## config.mk

```make
export PLATFORM = sky130hd
export DESIGN_NAME = bit_and_compare_branch_exec
export DESIGN_NICKNAME = d
export VERILOG_FILES = /design/src/exec_unit_pkg.sv /design/src/bit_and_compare_branch_exec.sv
export VERILOG_INCLUDE_DIRS = /design/src
export SDC_FILE = /design/constraint.sdc
export NUM_CORES = 2
export LEC_CHECK = 0
export ABC_AREA = 1
export BUFFER_PORTS_ARGS = -buffer_cell sky130_fd_sc_hd__buf_2
export CAP_MARGIN = 20
export CORE_MARGIN = 5
export CORE_UTILIZATION = 35
export DETAILED_ROUTE_END_ITERATION = 8
export PLACE_DENSITY_LB_ADDON = 0.08
export SLEW_MARGIN = 30
export SYNTH_ARGS = -nofsm -noshare
export SYNTH_HDL_FRONTEND = slang
export SYNTH_SLANG_ARGS = --single-unit
```

## constraint.sdc

```tcl
create_clock -name clk -period 5.6 [get_ports clk]
set_input_delay 0.84 -clock clk [delete_from_list [all_inputs] [get_ports clk]]
set_output_delay 0.84 -clock clk [all_outputs]
set_load 0.02 [all_outputs]
```

## src/exec_unit_defines.svh

```systemverilog
// constants for the bit-and / compare-jump execution unit
// assumes inclusion by bit_and_compare_branch_exec.sv only; exec_unit_pkg.sv does not include it
`ifndef EXEC_UNIT_DEFINES_SVH
`define EXEC_UNIT_DEFINES_SVH

`define OPC_AND_DIR_IMM  8'h53
`define OPC_AND_C_BIT    8'h82
`define OPC_AND_C_NBIT   8'hB0
`define OPC_CJ_A_DIR     8'hB5
`define OPC_CJ_A_IMM     8'hB4
`define OPC_CJ_IND_HI    7'h5B
`define OPC_CJ_REG_HI    5'h17

`define LEN_THREE        16'h0003
`define LEN_TWO          16'h0002
`define MC_PER_INSTR     2
`define CLK_PER_MC       12

`define SFR_ACC          8'hE0
`define SFR_PSW          8'hD0
`define SFR_PORT_ONE     8'h90
`define SFR_SPACE_BIT    7
`define PSW_CY           7
`define PSW_BANK_HI      4
`define PSW_BANK_LO      3
`define BIT_AREA_HI      4'h2
`define RAM_DEPTH        128

`define ACC_RST          8'h00
`define PSW_RST          8'h00
`define PORT_ONE_RST     8'hFF
`define RAM_RST          8'h00

`endif

```

## src/exec_unit_pkg.sv

```systemverilog
// types for the bit-and / compare-jump execution unit
// assumes no macros; exec_unit_defines.svh is not included here
package exec_unit_pkg;
  typedef enum logic [2:0] {
    OP_NONE    = 3'b000,
    OP_AND_DIR = 3'b001,
    OP_AND_C   = 3'b010,
    OP_AND_NC  = 3'b011,
    OP_CJ_DIR  = 3'b100,
    OP_CJ_IMM  = 3'b101,
    OP_CJ_IND  = 3'b110,
    OP_CJ_REG  = 3'b111
  } op_kind_t;

  typedef enum logic {
    ST_IDLE = 1'b0,
    ST_EXEC = 1'b1
  } exec_state_t;
endpackage : exec_unit_pkg

```

## src/bit_and_compare_branch_exec.sv

```systemverilog
// execution unit for byte and-immediate, carry bit-and and compare-jump-not-equal
// assumes the fetch path hands over a whole instruction at once and waits for done
`timescale 1ns/100ps
`include "exec_unit_defines.svh"

// Notes on behaviour
// - and direct,#imm: 3 bytes, 2 machine cycles, result written back to direct byte
// - carry bit-and clears carry when source bit is zero, else keeps it
// - complemented form uses inverted bit; the stored bit stays untouched
// - carry bit-and changes no flag other than carry
// - carry bit-and source comes only from a direct bit address
// - opcode 82h plus bit address: 2 bytes, 2 machine cycles
// - opcode B0h plus bit address: 2 bytes, 2 machine cycles
// - compare-jump branches only when the two compared values differ
// - target is pc past the instruction plus signed last byte
// - compare-jump sets carry when first operand is unsigned-less, else clears it
// - compare-jump writes only pc and carry, never its operands
// - compare-jump pairings: acc/direct, acc/imm, indirect/imm, register/imm
// - opcode B5h, direct byte, displacement: 3 bytes, 2 machine cycles
// - opcode B4h, immediate byte, displacement: 3 bytes
// - opcodes B6h/B7h, low bit picks pointer register, immediate, displacement
module bit_and_compare_branch_exec
  import exec_unit_pkg::*;
#(
  parameter int CLK_PER_MC = `CLK_PER_MC
) (
  input  wire logic        clk,
  input  wire logic        rst_n,
  input  wire logic        instr_valid,
  input  wire logic [7:0]  opcode,
  input  wire logic [7:0]  operand_a,
  input  wire logic [7:0]  operand_b,
  input  wire logic [15:0] instr_pc,
  input  wire logic        load_en,
  input  wire logic [7:0]  load_addr,
  input  wire logic [7:0]  load_data,
  input  wire logic [7:0]  port_one_pins,
  output logic             busy_q,
  output logic             done_q,
  output logic             illegal_q,
  output logic [15:0]      next_pc_q,
  output logic [7:0]       accumulator_register_q,
  output logic [7:0]       status_word_q,
  output logic [7:0]       port_one_latch_q
);
  import exec_unit_pkg::*;

  localparam int EXEC_CLKS = `MC_PER_INSTR * CLK_PER_MC;
  localparam logic [7:0] LAST_CNT = 8'(EXEC_CLKS - 1);

  exec_state_t state_q;
  op_kind_t    kind_q;
  logic [7:0]  op_q;
  logic [7:0]  arg_a_q;
  logic [7:0]  arg_b_q;
  logic [15:0] pc_q;
  logic [7:0]  cnt_q;
  logic [7:0]  pins_meta_q;
  logic [7:0]  pins_q;
  logic [7:0]  ram_q [`RAM_DEPTH];

  // direct space: low half is data ram, upper half sfrs; port one reads pins
  // every source comes in as an argument so continuous callers re-evaluate on it
  function automatic logic [7:0] direct_read(
    input logic [7:0] a,
    input logic [7:0] ram_word,
    input logic [7:0] acc,
    input logic [7:0] psw,
    input logic [7:0] pins
  );
    logic [7:0] v;
    v = 8'h00;
    if (!a[`SFR_SPACE_BIT]) begin
      v = ram_word;
    end else if (a == `SFR_ACC) begin
      v = acc;
    end else if (a == `SFR_PSW) begin
      v = psw;
    end else if (a == `SFR_PORT_ONE) begin
      v = pins;
    end
    return v;
  endfunction : direct_read

  // bit address to the byte that holds it
  function automatic logic [7:0] bit_byte_addr(input logic [7:0] b);
    logic [7:0] r;
    r = b[`SFR_SPACE_BIT] ? {b[7:3], 3'b000} : {`BIT_AREA_HI, b[6:3]};
    return r;
  endfunction : bit_byte_addr

  function automatic op_kind_t decode_kind(input logic [7:0] o);
    op_kind_t k;
    k = OP_NONE;
    if (o == `OPC_AND_DIR_IMM) k = OP_AND_DIR;
    else if (o == `OPC_AND_C_BIT) k = OP_AND_C;
    else if (o == `OPC_AND_C_NBIT) k = OP_AND_NC;
    else if (o == `OPC_CJ_A_DIR) k = OP_CJ_DIR;
    else if (o == `OPC_CJ_A_IMM) k = OP_CJ_IMM;
    else if (o[7:1] == `OPC_CJ_IND_HI) k = OP_CJ_IND;
    else if (o[7:3] == `OPC_CJ_REG_HI) k = OP_CJ_REG;
    return k;
  endfunction : decode_kind

  wire op_kind_t   new_kind  = decode_kind(opcode);
  wire logic       start     = (state_q == ST_IDLE) && instr_valid;
  wire logic       finish    = (state_q == ST_EXEC) && (cnt_q == LAST_CNT);
  wire logic       carry     = status_word_q[`PSW_CY];

  // operand fetch
  wire logic [7:0] bank_base = {3'b000, status_word_q[`PSW_BANK_HI:`PSW_BANK_LO], 3'b000};
  wire logic [7:0] rn_addr   = bank_base | {5'b00000, op_q[2:0]};
  wire logic [7:0] ri_addr   = bank_base | {7'b0000000, op_q[0]};
  wire logic [7:0] rn_val    = ram_q[rn_addr[6:0]];
  wire logic [7:0] ri_ptr    = ram_q[ri_addr[6:0]];
  wire logic [7:0] ind_val   = ram_q[ri_ptr[6:0]];
  wire logic [7:0] dir_val   = direct_read(arg_a_q, ram_q[arg_a_q[6:0]],
                                           accumulator_register_q, status_word_q, pins_q);
  // only direct bit addressing exists for the carry-and source
  wire logic [7:0] bit_addr  = bit_byte_addr(arg_a_q);
  wire logic [7:0] bit_byte  = direct_read(bit_addr, ram_q[bit_addr[6:0]],
                                           accumulator_register_q, status_word_q, pins_q);
  wire logic       bit_raw   = bit_byte[arg_a_q[2:0]];
  // inversion happens on the read path only, nothing is written back
  wire logic       bit_src   = (kind_q == OP_AND_NC) ? ~bit_raw : bit_raw;
  wire logic       carry_and = carry & bit_src;

  // compare-jump
  wire logic       cj_acc    = (kind_q == OP_CJ_DIR) || (kind_q == OP_CJ_IMM);
  wire logic [7:0] cmp_lhs   = cj_acc ? accumulator_register_q :
                               (kind_q == OP_CJ_IND) ? ind_val : rn_val;
  wire logic [7:0] cmp_rhs   = (kind_q == OP_CJ_DIR) ? dir_val : arg_a_q;
  wire logic       not_equal = cmp_lhs != cmp_rhs;
  wire logic       less      = cmp_lhs < cmp_rhs;
  wire logic       is_cj     = kind_q[2];
  wire logic [15:0] pc_past3 = pc_q + `LEN_THREE;
  wire logic [15:0] pc_past2 = pc_q + `LEN_TWO;
  wire logic [15:0] target   = pc_past3 + {{8{arg_b_q[7]}}, arg_b_q};
  wire logic [15:0] pc_new   = (kind_q == OP_AND_C || kind_q == OP_AND_NC) ? pc_past2 :
                               (is_cj && not_equal) ? target : pc_past3;

  // and direct,#imm: port one modifies its latch, not the pins
  wire logic        is_and_dir = kind_q == OP_AND_DIR;
  wire logic [7:0]  rmw_src  = (arg_a_q == `SFR_PORT_ONE) ? port_one_latch_q : dir_val;
  wire logic [7:0]  and_res  = rmw_src & arg_b_q;

  // a single write path: load port while idle, result at the end of execution
  wire logic        wr_exec  = finish && is_and_dir;
  wire logic        wr_en    = wr_exec || ((state_q == ST_IDLE) && load_en && !instr_valid);
  wire logic [7:0]  wr_addr  = wr_exec ? arg_a_q : load_addr;
  wire logic [7:0]  wr_data  = wr_exec ? and_res : load_data;
  wire logic        wr_ram   = wr_en && !wr_addr[`SFR_SPACE_BIT];
  wire logic        carry_wr = finish && (kind_q != OP_AND_DIR) && (kind_q != OP_NONE);
  // other flags keep their value, only the carry position is replaced
  wire logic        carry_nx = is_cj ? less : carry_and;

  always_ff @(posedge clk or negedge rst_n) begin
    if (!rst_n) begin
      pins_meta_q <= `PORT_ONE_RST;
      pins_q      <= `PORT_ONE_RST;
    end else begin
      pins_meta_q <= port_one_pins;
      pins_q      <= pins_meta_q;
    end
  end

  always_ff @(posedge clk or negedge rst_n) begin
    if (!rst_n) begin
      state_q <= ST_IDLE;
      cnt_q   <= 8'h00;
    end else begin
      unique case (state_q)
        ST_IDLE: begin
          cnt_q <= 8'h00;
          if (instr_valid && new_kind != OP_NONE) begin
            state_q <= ST_EXEC;
          end
        end
        // every instruction here spans two machine cycles
        ST_EXEC: begin
          cnt_q <= cnt_q + 8'h01;
          if (finish) begin
            state_q <= ST_IDLE;
          end
        end
      endcase
    end
  end

  always_ff @(posedge clk or negedge rst_n) begin
    if (!rst_n) begin
      kind_q  <= OP_NONE;
      op_q    <= 8'h00;
      arg_a_q <= 8'h00;
      arg_b_q <= 8'h00;
      pc_q    <= 16'h0000;
    end else if (start) begin
      kind_q  <= new_kind;
      op_q    <= opcode;
      arg_a_q <= operand_a;
      arg_b_q <= operand_b;
      pc_q    <= instr_pc;
    end
  end

  always_ff @(posedge clk or negedge rst_n) begin
    if (!rst_n) begin
      busy_q    <= 1'b0;
      done_q    <= 1'b0;
      illegal_q <= 1'b0;
      next_pc_q <= 16'h0000;
    end else begin
      busy_q    <= (start && new_kind != OP_NONE) || (busy_q && !finish);
      done_q    <= finish;
      illegal_q <= start && (new_kind == OP_NONE);
      if (finish) begin
        next_pc_q <= pc_new;
      end
    end
  end

  // compare-jump never reaches this path, so its operands stay intact
  always_ff @(posedge clk or negedge rst_n) begin
    if (!rst_n) begin
      accumulator_register_q <= `ACC_RST;
      port_one_latch_q       <= `PORT_ONE_RST;
    end else if (wr_en) begin
      if (wr_addr == `SFR_ACC) accumulator_register_q <= wr_data;
      if (wr_addr == `SFR_PORT_ONE) port_one_latch_q <= wr_data;
    end
  end

  always_ff @(posedge clk or negedge rst_n) begin
    if (!rst_n) begin
      status_word_q <= `PSW_RST;
    end else if (wr_en && wr_addr == `SFR_PSW) begin
      status_word_q <= wr_data;
    end else if (carry_wr) begin
      status_word_q[`PSW_CY] <= carry_nx;
    end
  end

  always_ff @(posedge clk or negedge rst_n) begin
    if (!rst_n) begin
      for (int i = 0; i < `RAM_DEPTH; i++) begin
        ram_q[i] <= `RAM_RST;
      end
    end else if (wr_ram) begin
      ram_q[wr_addr[6:0]] <= wr_data;
    end
  end
endmodule : bit_and_compare_branch_exec

```

==> impl_metrics.yaml <==
layout:
  fin_cells: 13100
  area_growth_syn_to_layout_pct: 12.4
  fin_area_mm2: 0.0789
  drive_gt1_frac: 0.0764
  fin_nets: 10400
critical_path:
  arrival_ns: 6.12
  cp_top_family: "simple AND/OR/NAND/NOR gates"
  cpPeakStageDelay_ns: 0.52
  crit_required_ns: 6.29
  cp-end-kind: "flop"
  cp_slowest_cell: "dfrtp_4"
  cp_common_cell: "nand2_1"
  critPathKind: "reg -> reg"
  path_max_fanout: 25
  critPathBufInv: 5
  startpoint_type: "flop"
yosys:
  yosys.area_share.simple: 0.364
  syn-mean-instance-area_um2: 6.63
  postSynthCellCount: 10600
  synth_top_family_by_area: "simple AND/OR/NAND/NOR gates"
  synthXorXnorAreaFrac: 0.00250
  synth_area_mm2: 0.0702
  ys_seq_elements: 1130
  synth_nets: 10700
  synth_compound_area_frac: 0.139
  seq_area_frac_synth: 0.403
  synth.distinct_cells: 56
  muxShareOfSynthArea: 0
  synthAdderAreaFrac: 0.00510
  yosysWarnings: 0
grt:
  grt-ovfl-total: 0
  grt_pass1_vias: 70100
  grt_max_degree: 144
  track_usage: 0.317
  antenna_found_initial: 1
  grt_pass1_wl_um: 500000
detailed_routing:
  ant_nets: 0
  drc_errors: 0
  viasPerCell: 5.71
  vias: 74700
  finalWirelength_um: 345000
  wire_per_inst_um: 26.3
  drtIter0Drc: 9287
  dr.pass1.iters: 6
sta:
  drv_slew: 0
  fin_crit_sh: 0.969
  rsz0062_at_grt: "no"
  skew_ns: 0.0327
  setup_viol: 0
  period_minus_slack_ns: 5.43
  whs_ns: 0.00641
  fin_tns_setup_ns: 0
  relSlewSlack: 0.281
  hold_viol: 0
  fmax_mhz: 184
  worstMarginPinSlew_ns: 1.08
pwr:
  switchingPower_mw: 14.3
  sw_frac_of_total: 0.444
  power_density_mw_per_mm2: 407
  p_total_mw: 32.2
  peakVddDrop_v: 0.000334
  pwr-share-comb: 0.416
  leakage_nw: 37.4
  internal_power_mw: 17.9
  pwr-share-seq: 0.274
  p_clk_frac: 0.310
placed_design:
  placed_area_mm2: 0.0739
  dpl.hpwl_um: 228000
  gp_congestion: 0.937
  numPortBuffers: 110
  dp_cells: 12800
cts:
  cts_made_buffers: 143
  h-tree-depth: 4
  clockRootBuffer: "clkbuf_16"
  hold_buffers: 0
  cts_resized: 0
  clock_latency_ns: 0.83
  postCtsSetupBuffers: 0
  cts_buffer_depth: 3
  clkTransAtPathRegs_ns: 0.06
  clkSinkCount: 1130
  cts_tree: "done"
die:
  die_h_um: 458
  design.die.area_mm2: 0.210
  io_pins: 111
  num_rows: 164
  core_mm2: 0.200
  die_width_um: 458
  start_util: 0.352
run:
  drv_cap: 0
min_path:
  hp-class: "in -> async"
status:
  status: "finished clean"
worst register-to-register path: cells and delay by family (launching register included):
| family | cells | cell delay, ns |
|---|---|---|
| AO/OA/AOI/OAI | 5 | 0.58 |
| adder cells (fa/ha/maj) | 1 | 0.26 |
| buffers and inverters | 5 | 1.20 |
| flip-flops | 1 | 0.52 |
| AND/OR/NAND/NOR | 19 | 2.74 |
final timing paths:
path	start	endpoint	slack (ns)	cells after the start
worst max register to register	op_q[0]	next_pc_q[15]	0.17	30
worst max-delay path	op_q[0]	next_pc_q[15]	0.17	30
max in group asynchronous	rst_n	ram_q[628]	4.09	2
min in group clk	port_one_pins[5]	pins_meta_q[5]	0.11	1
worst min-delay path	rst_n	ram_q[285]	0.006	1
worst min register to register	pins_meta_q[7]	pins_q[7]	0.36	0
placed cells by master, fill, tap and decap left out, types with 7 or more instances in the layout:
| master | Yosys | routed |
|---|---|---|
| bufinv_16 | 0 | 13 |
| nand3_1 | 1478 | 1476 |
| a31oi_1 | 136 | 136 |
| buf_4 | 54 | 231 |
| nor2_1 | 590 | 581 |
| nand3b_1 | 33 | 33 |
| xor2_1 | 18 | 18 |
| clkinvlp_4 | 0 | 9 |
| nor3_1 | 14 | 12 |
| o21ai_1 | 39 | 40 |
| o221ai_1 | 16 | 16 |
| nor2_2 | 19 | 24 |
| a22oi_1 | 23 | 23 |
| clkbuf_1 | 356 | 20 |
| nand2_1 | 4038 | 4022 |
| clkbuf_16 | 0 | 146 |
| ha_1 | 27 | 27 |
| a21oi_1 | 457 | 457 |
| dfstp_2 | 24 | 24 |
| o22ai_1 | 45 | 45 |
| nor3b_1 | 7 | 7 |
| o311ai_0 | 8 | 8 |
| or2_2 | 14 | 14 |
| buf_2 | 348 | 109 |
| clkbuf_8 | 0 | 38 |
| inv_2 | 26 | 22 |
| dfrtp_1 | 1106 | 1099 |
| clkinv_2 | 0 | 22 |
| inv_1 | 582 | 580 |
| buf_12 | 0 | 78 |
| o211ai_1 | 170 | 170 |
| nand2_4 | 0 | 16 |
| o21ai_0 | 801 | 800 |
| nand4_1 | 18 | 18 |
per-stage QoR:
stage          utilization  setup WS (ns)
2_1_floorplan            -           1.45
3_3_place_gp         0.370          0.194
3_5_place_dp         0.370          0.270
4_1_cts              0.395          0.248
5_1_grt              0.395        0.00749
6_report             0.395          0.171
registers in the layout (all words and copies together), names as in the netlist:
signal / cells
state_q: 1
busy_q: 1
cnt_q: 8
pc_q: 16
ram_q: 1024
accumulator_register_q: 8
port_one_latch_q: 8
pins_q: 8
kind_q: 3
arg_b_q: 8
pins_meta_q: 8
done_q: 1
illegal_q: 1
op_q: 3
next_pc_q: 16
status_word_q: 8
arg_a_q: 8
power by group through the flow:
| stage | combinational [mW] | sequential, mW | clock (mW) |
|---|---|---|---|
| after floorplan | 7.40 | 8.75 | 0 |
| after global placement | 13.0 | 8.96 | 0 |
| after detailed placement | 13.0 | 8.96 | 0 |
| after CTS | 13.0 | 8.81 | 10.2 |
| after global routing | 14.1 | 8.84 | 10.5 |
| final | 13.4 | 8.82 | 9.96 |
layer usage:
| layer | vias up | share of wire | global-route usage |
|---|---|---|---|
| met4 | 0 | 0.046 | 0.133 |
| met5 | - | 0 | 0 |
| met1 | 36400 | 0.43 | 0.433 |
| met2 | 3603 | 0.45 | 0.495 |
| li1 | 34000 | - | - |
| met3 | 750 | 0.081 | 0.0572 |
cells by family after synthesis:
logic type | after synthesis
fa+ha+maj | 28
buf+inv | 1431
compound gates | 1750
xor+xnor | 20
simple gates | 6223
flops | 1130
cell usage after synthesis, drive strengths merged:
cell | instances | area share
nand2 | 4039 | 0.22
nand3 | 1478 | 0.11
dfrtp | 1106 | 0.39
o21ai | 846 | 0.061
nor2 | 611 | 0.034
inv | 608 | 0.033
buf | 461 | 0.034
a21oi | 457 | 0.033
clkbuf | 356 | 0.019
o211ai | 170 | 0.018
a31oi | 136 | 0.012
o22ai | 45 | 0.0040
nand3b | 33 | 0.0035
ha | 27 | 0.0048
dfstp | 24 | 0.0090
a22oi | 23 | 0.0025
nand4 | 19 | 0.0019
nor3 | 18 | 0.0017
xor2 | 18 | 0.0022
o221ai | 16 | 0.0020
or2 | 14 | 0.0012
o311ai | 8 | 0.0010
nor3b | 7 | 0.00075
a211oi | 6 | 0.00064
clkinv | 6 | 0.00032
o31ai | 6 | 0.00064
a22o | 5 | 0.00062
a32o | 5 | 0.00071
a221oi | 4 | 0.00050
a32oi | 4 | 0.00050
o21a | 4 | 0.00043
a2bb2oi | 3 | 0.00037
nor4 | 3 | 0.00027
a221o | 2 | 0.00029
o2111ai | 2 | 0.00025
o21bai | 2 | 0.00021
o22a | 2 | 0.00025
xnor2 | 2 | 0.00025
a211o | 1 | 0.00012
a21boi | 1 | 0.00011
a311oi | 1 | 0.00012
fa | 1 | 0.00029
nor4b | 1 | 0.00012
o32a | 1 | 0.00014
cell type report:
cell class / instances / area, µm²
Tap cell: 2656 / 3320
Fill cell: 21000 / 121000
Timing Repair Buffer: 420 / 3860
Inverter: 614 / 2350
Multi-Input combinational cell: 8021 / 36100
Antenna cell: 2 / 5.00
Sequential cell: 1130 / 28300
Clock buffer: 204 / 4250
Clock inverter: 55 / 728
(Power assumes the default switching activity.)
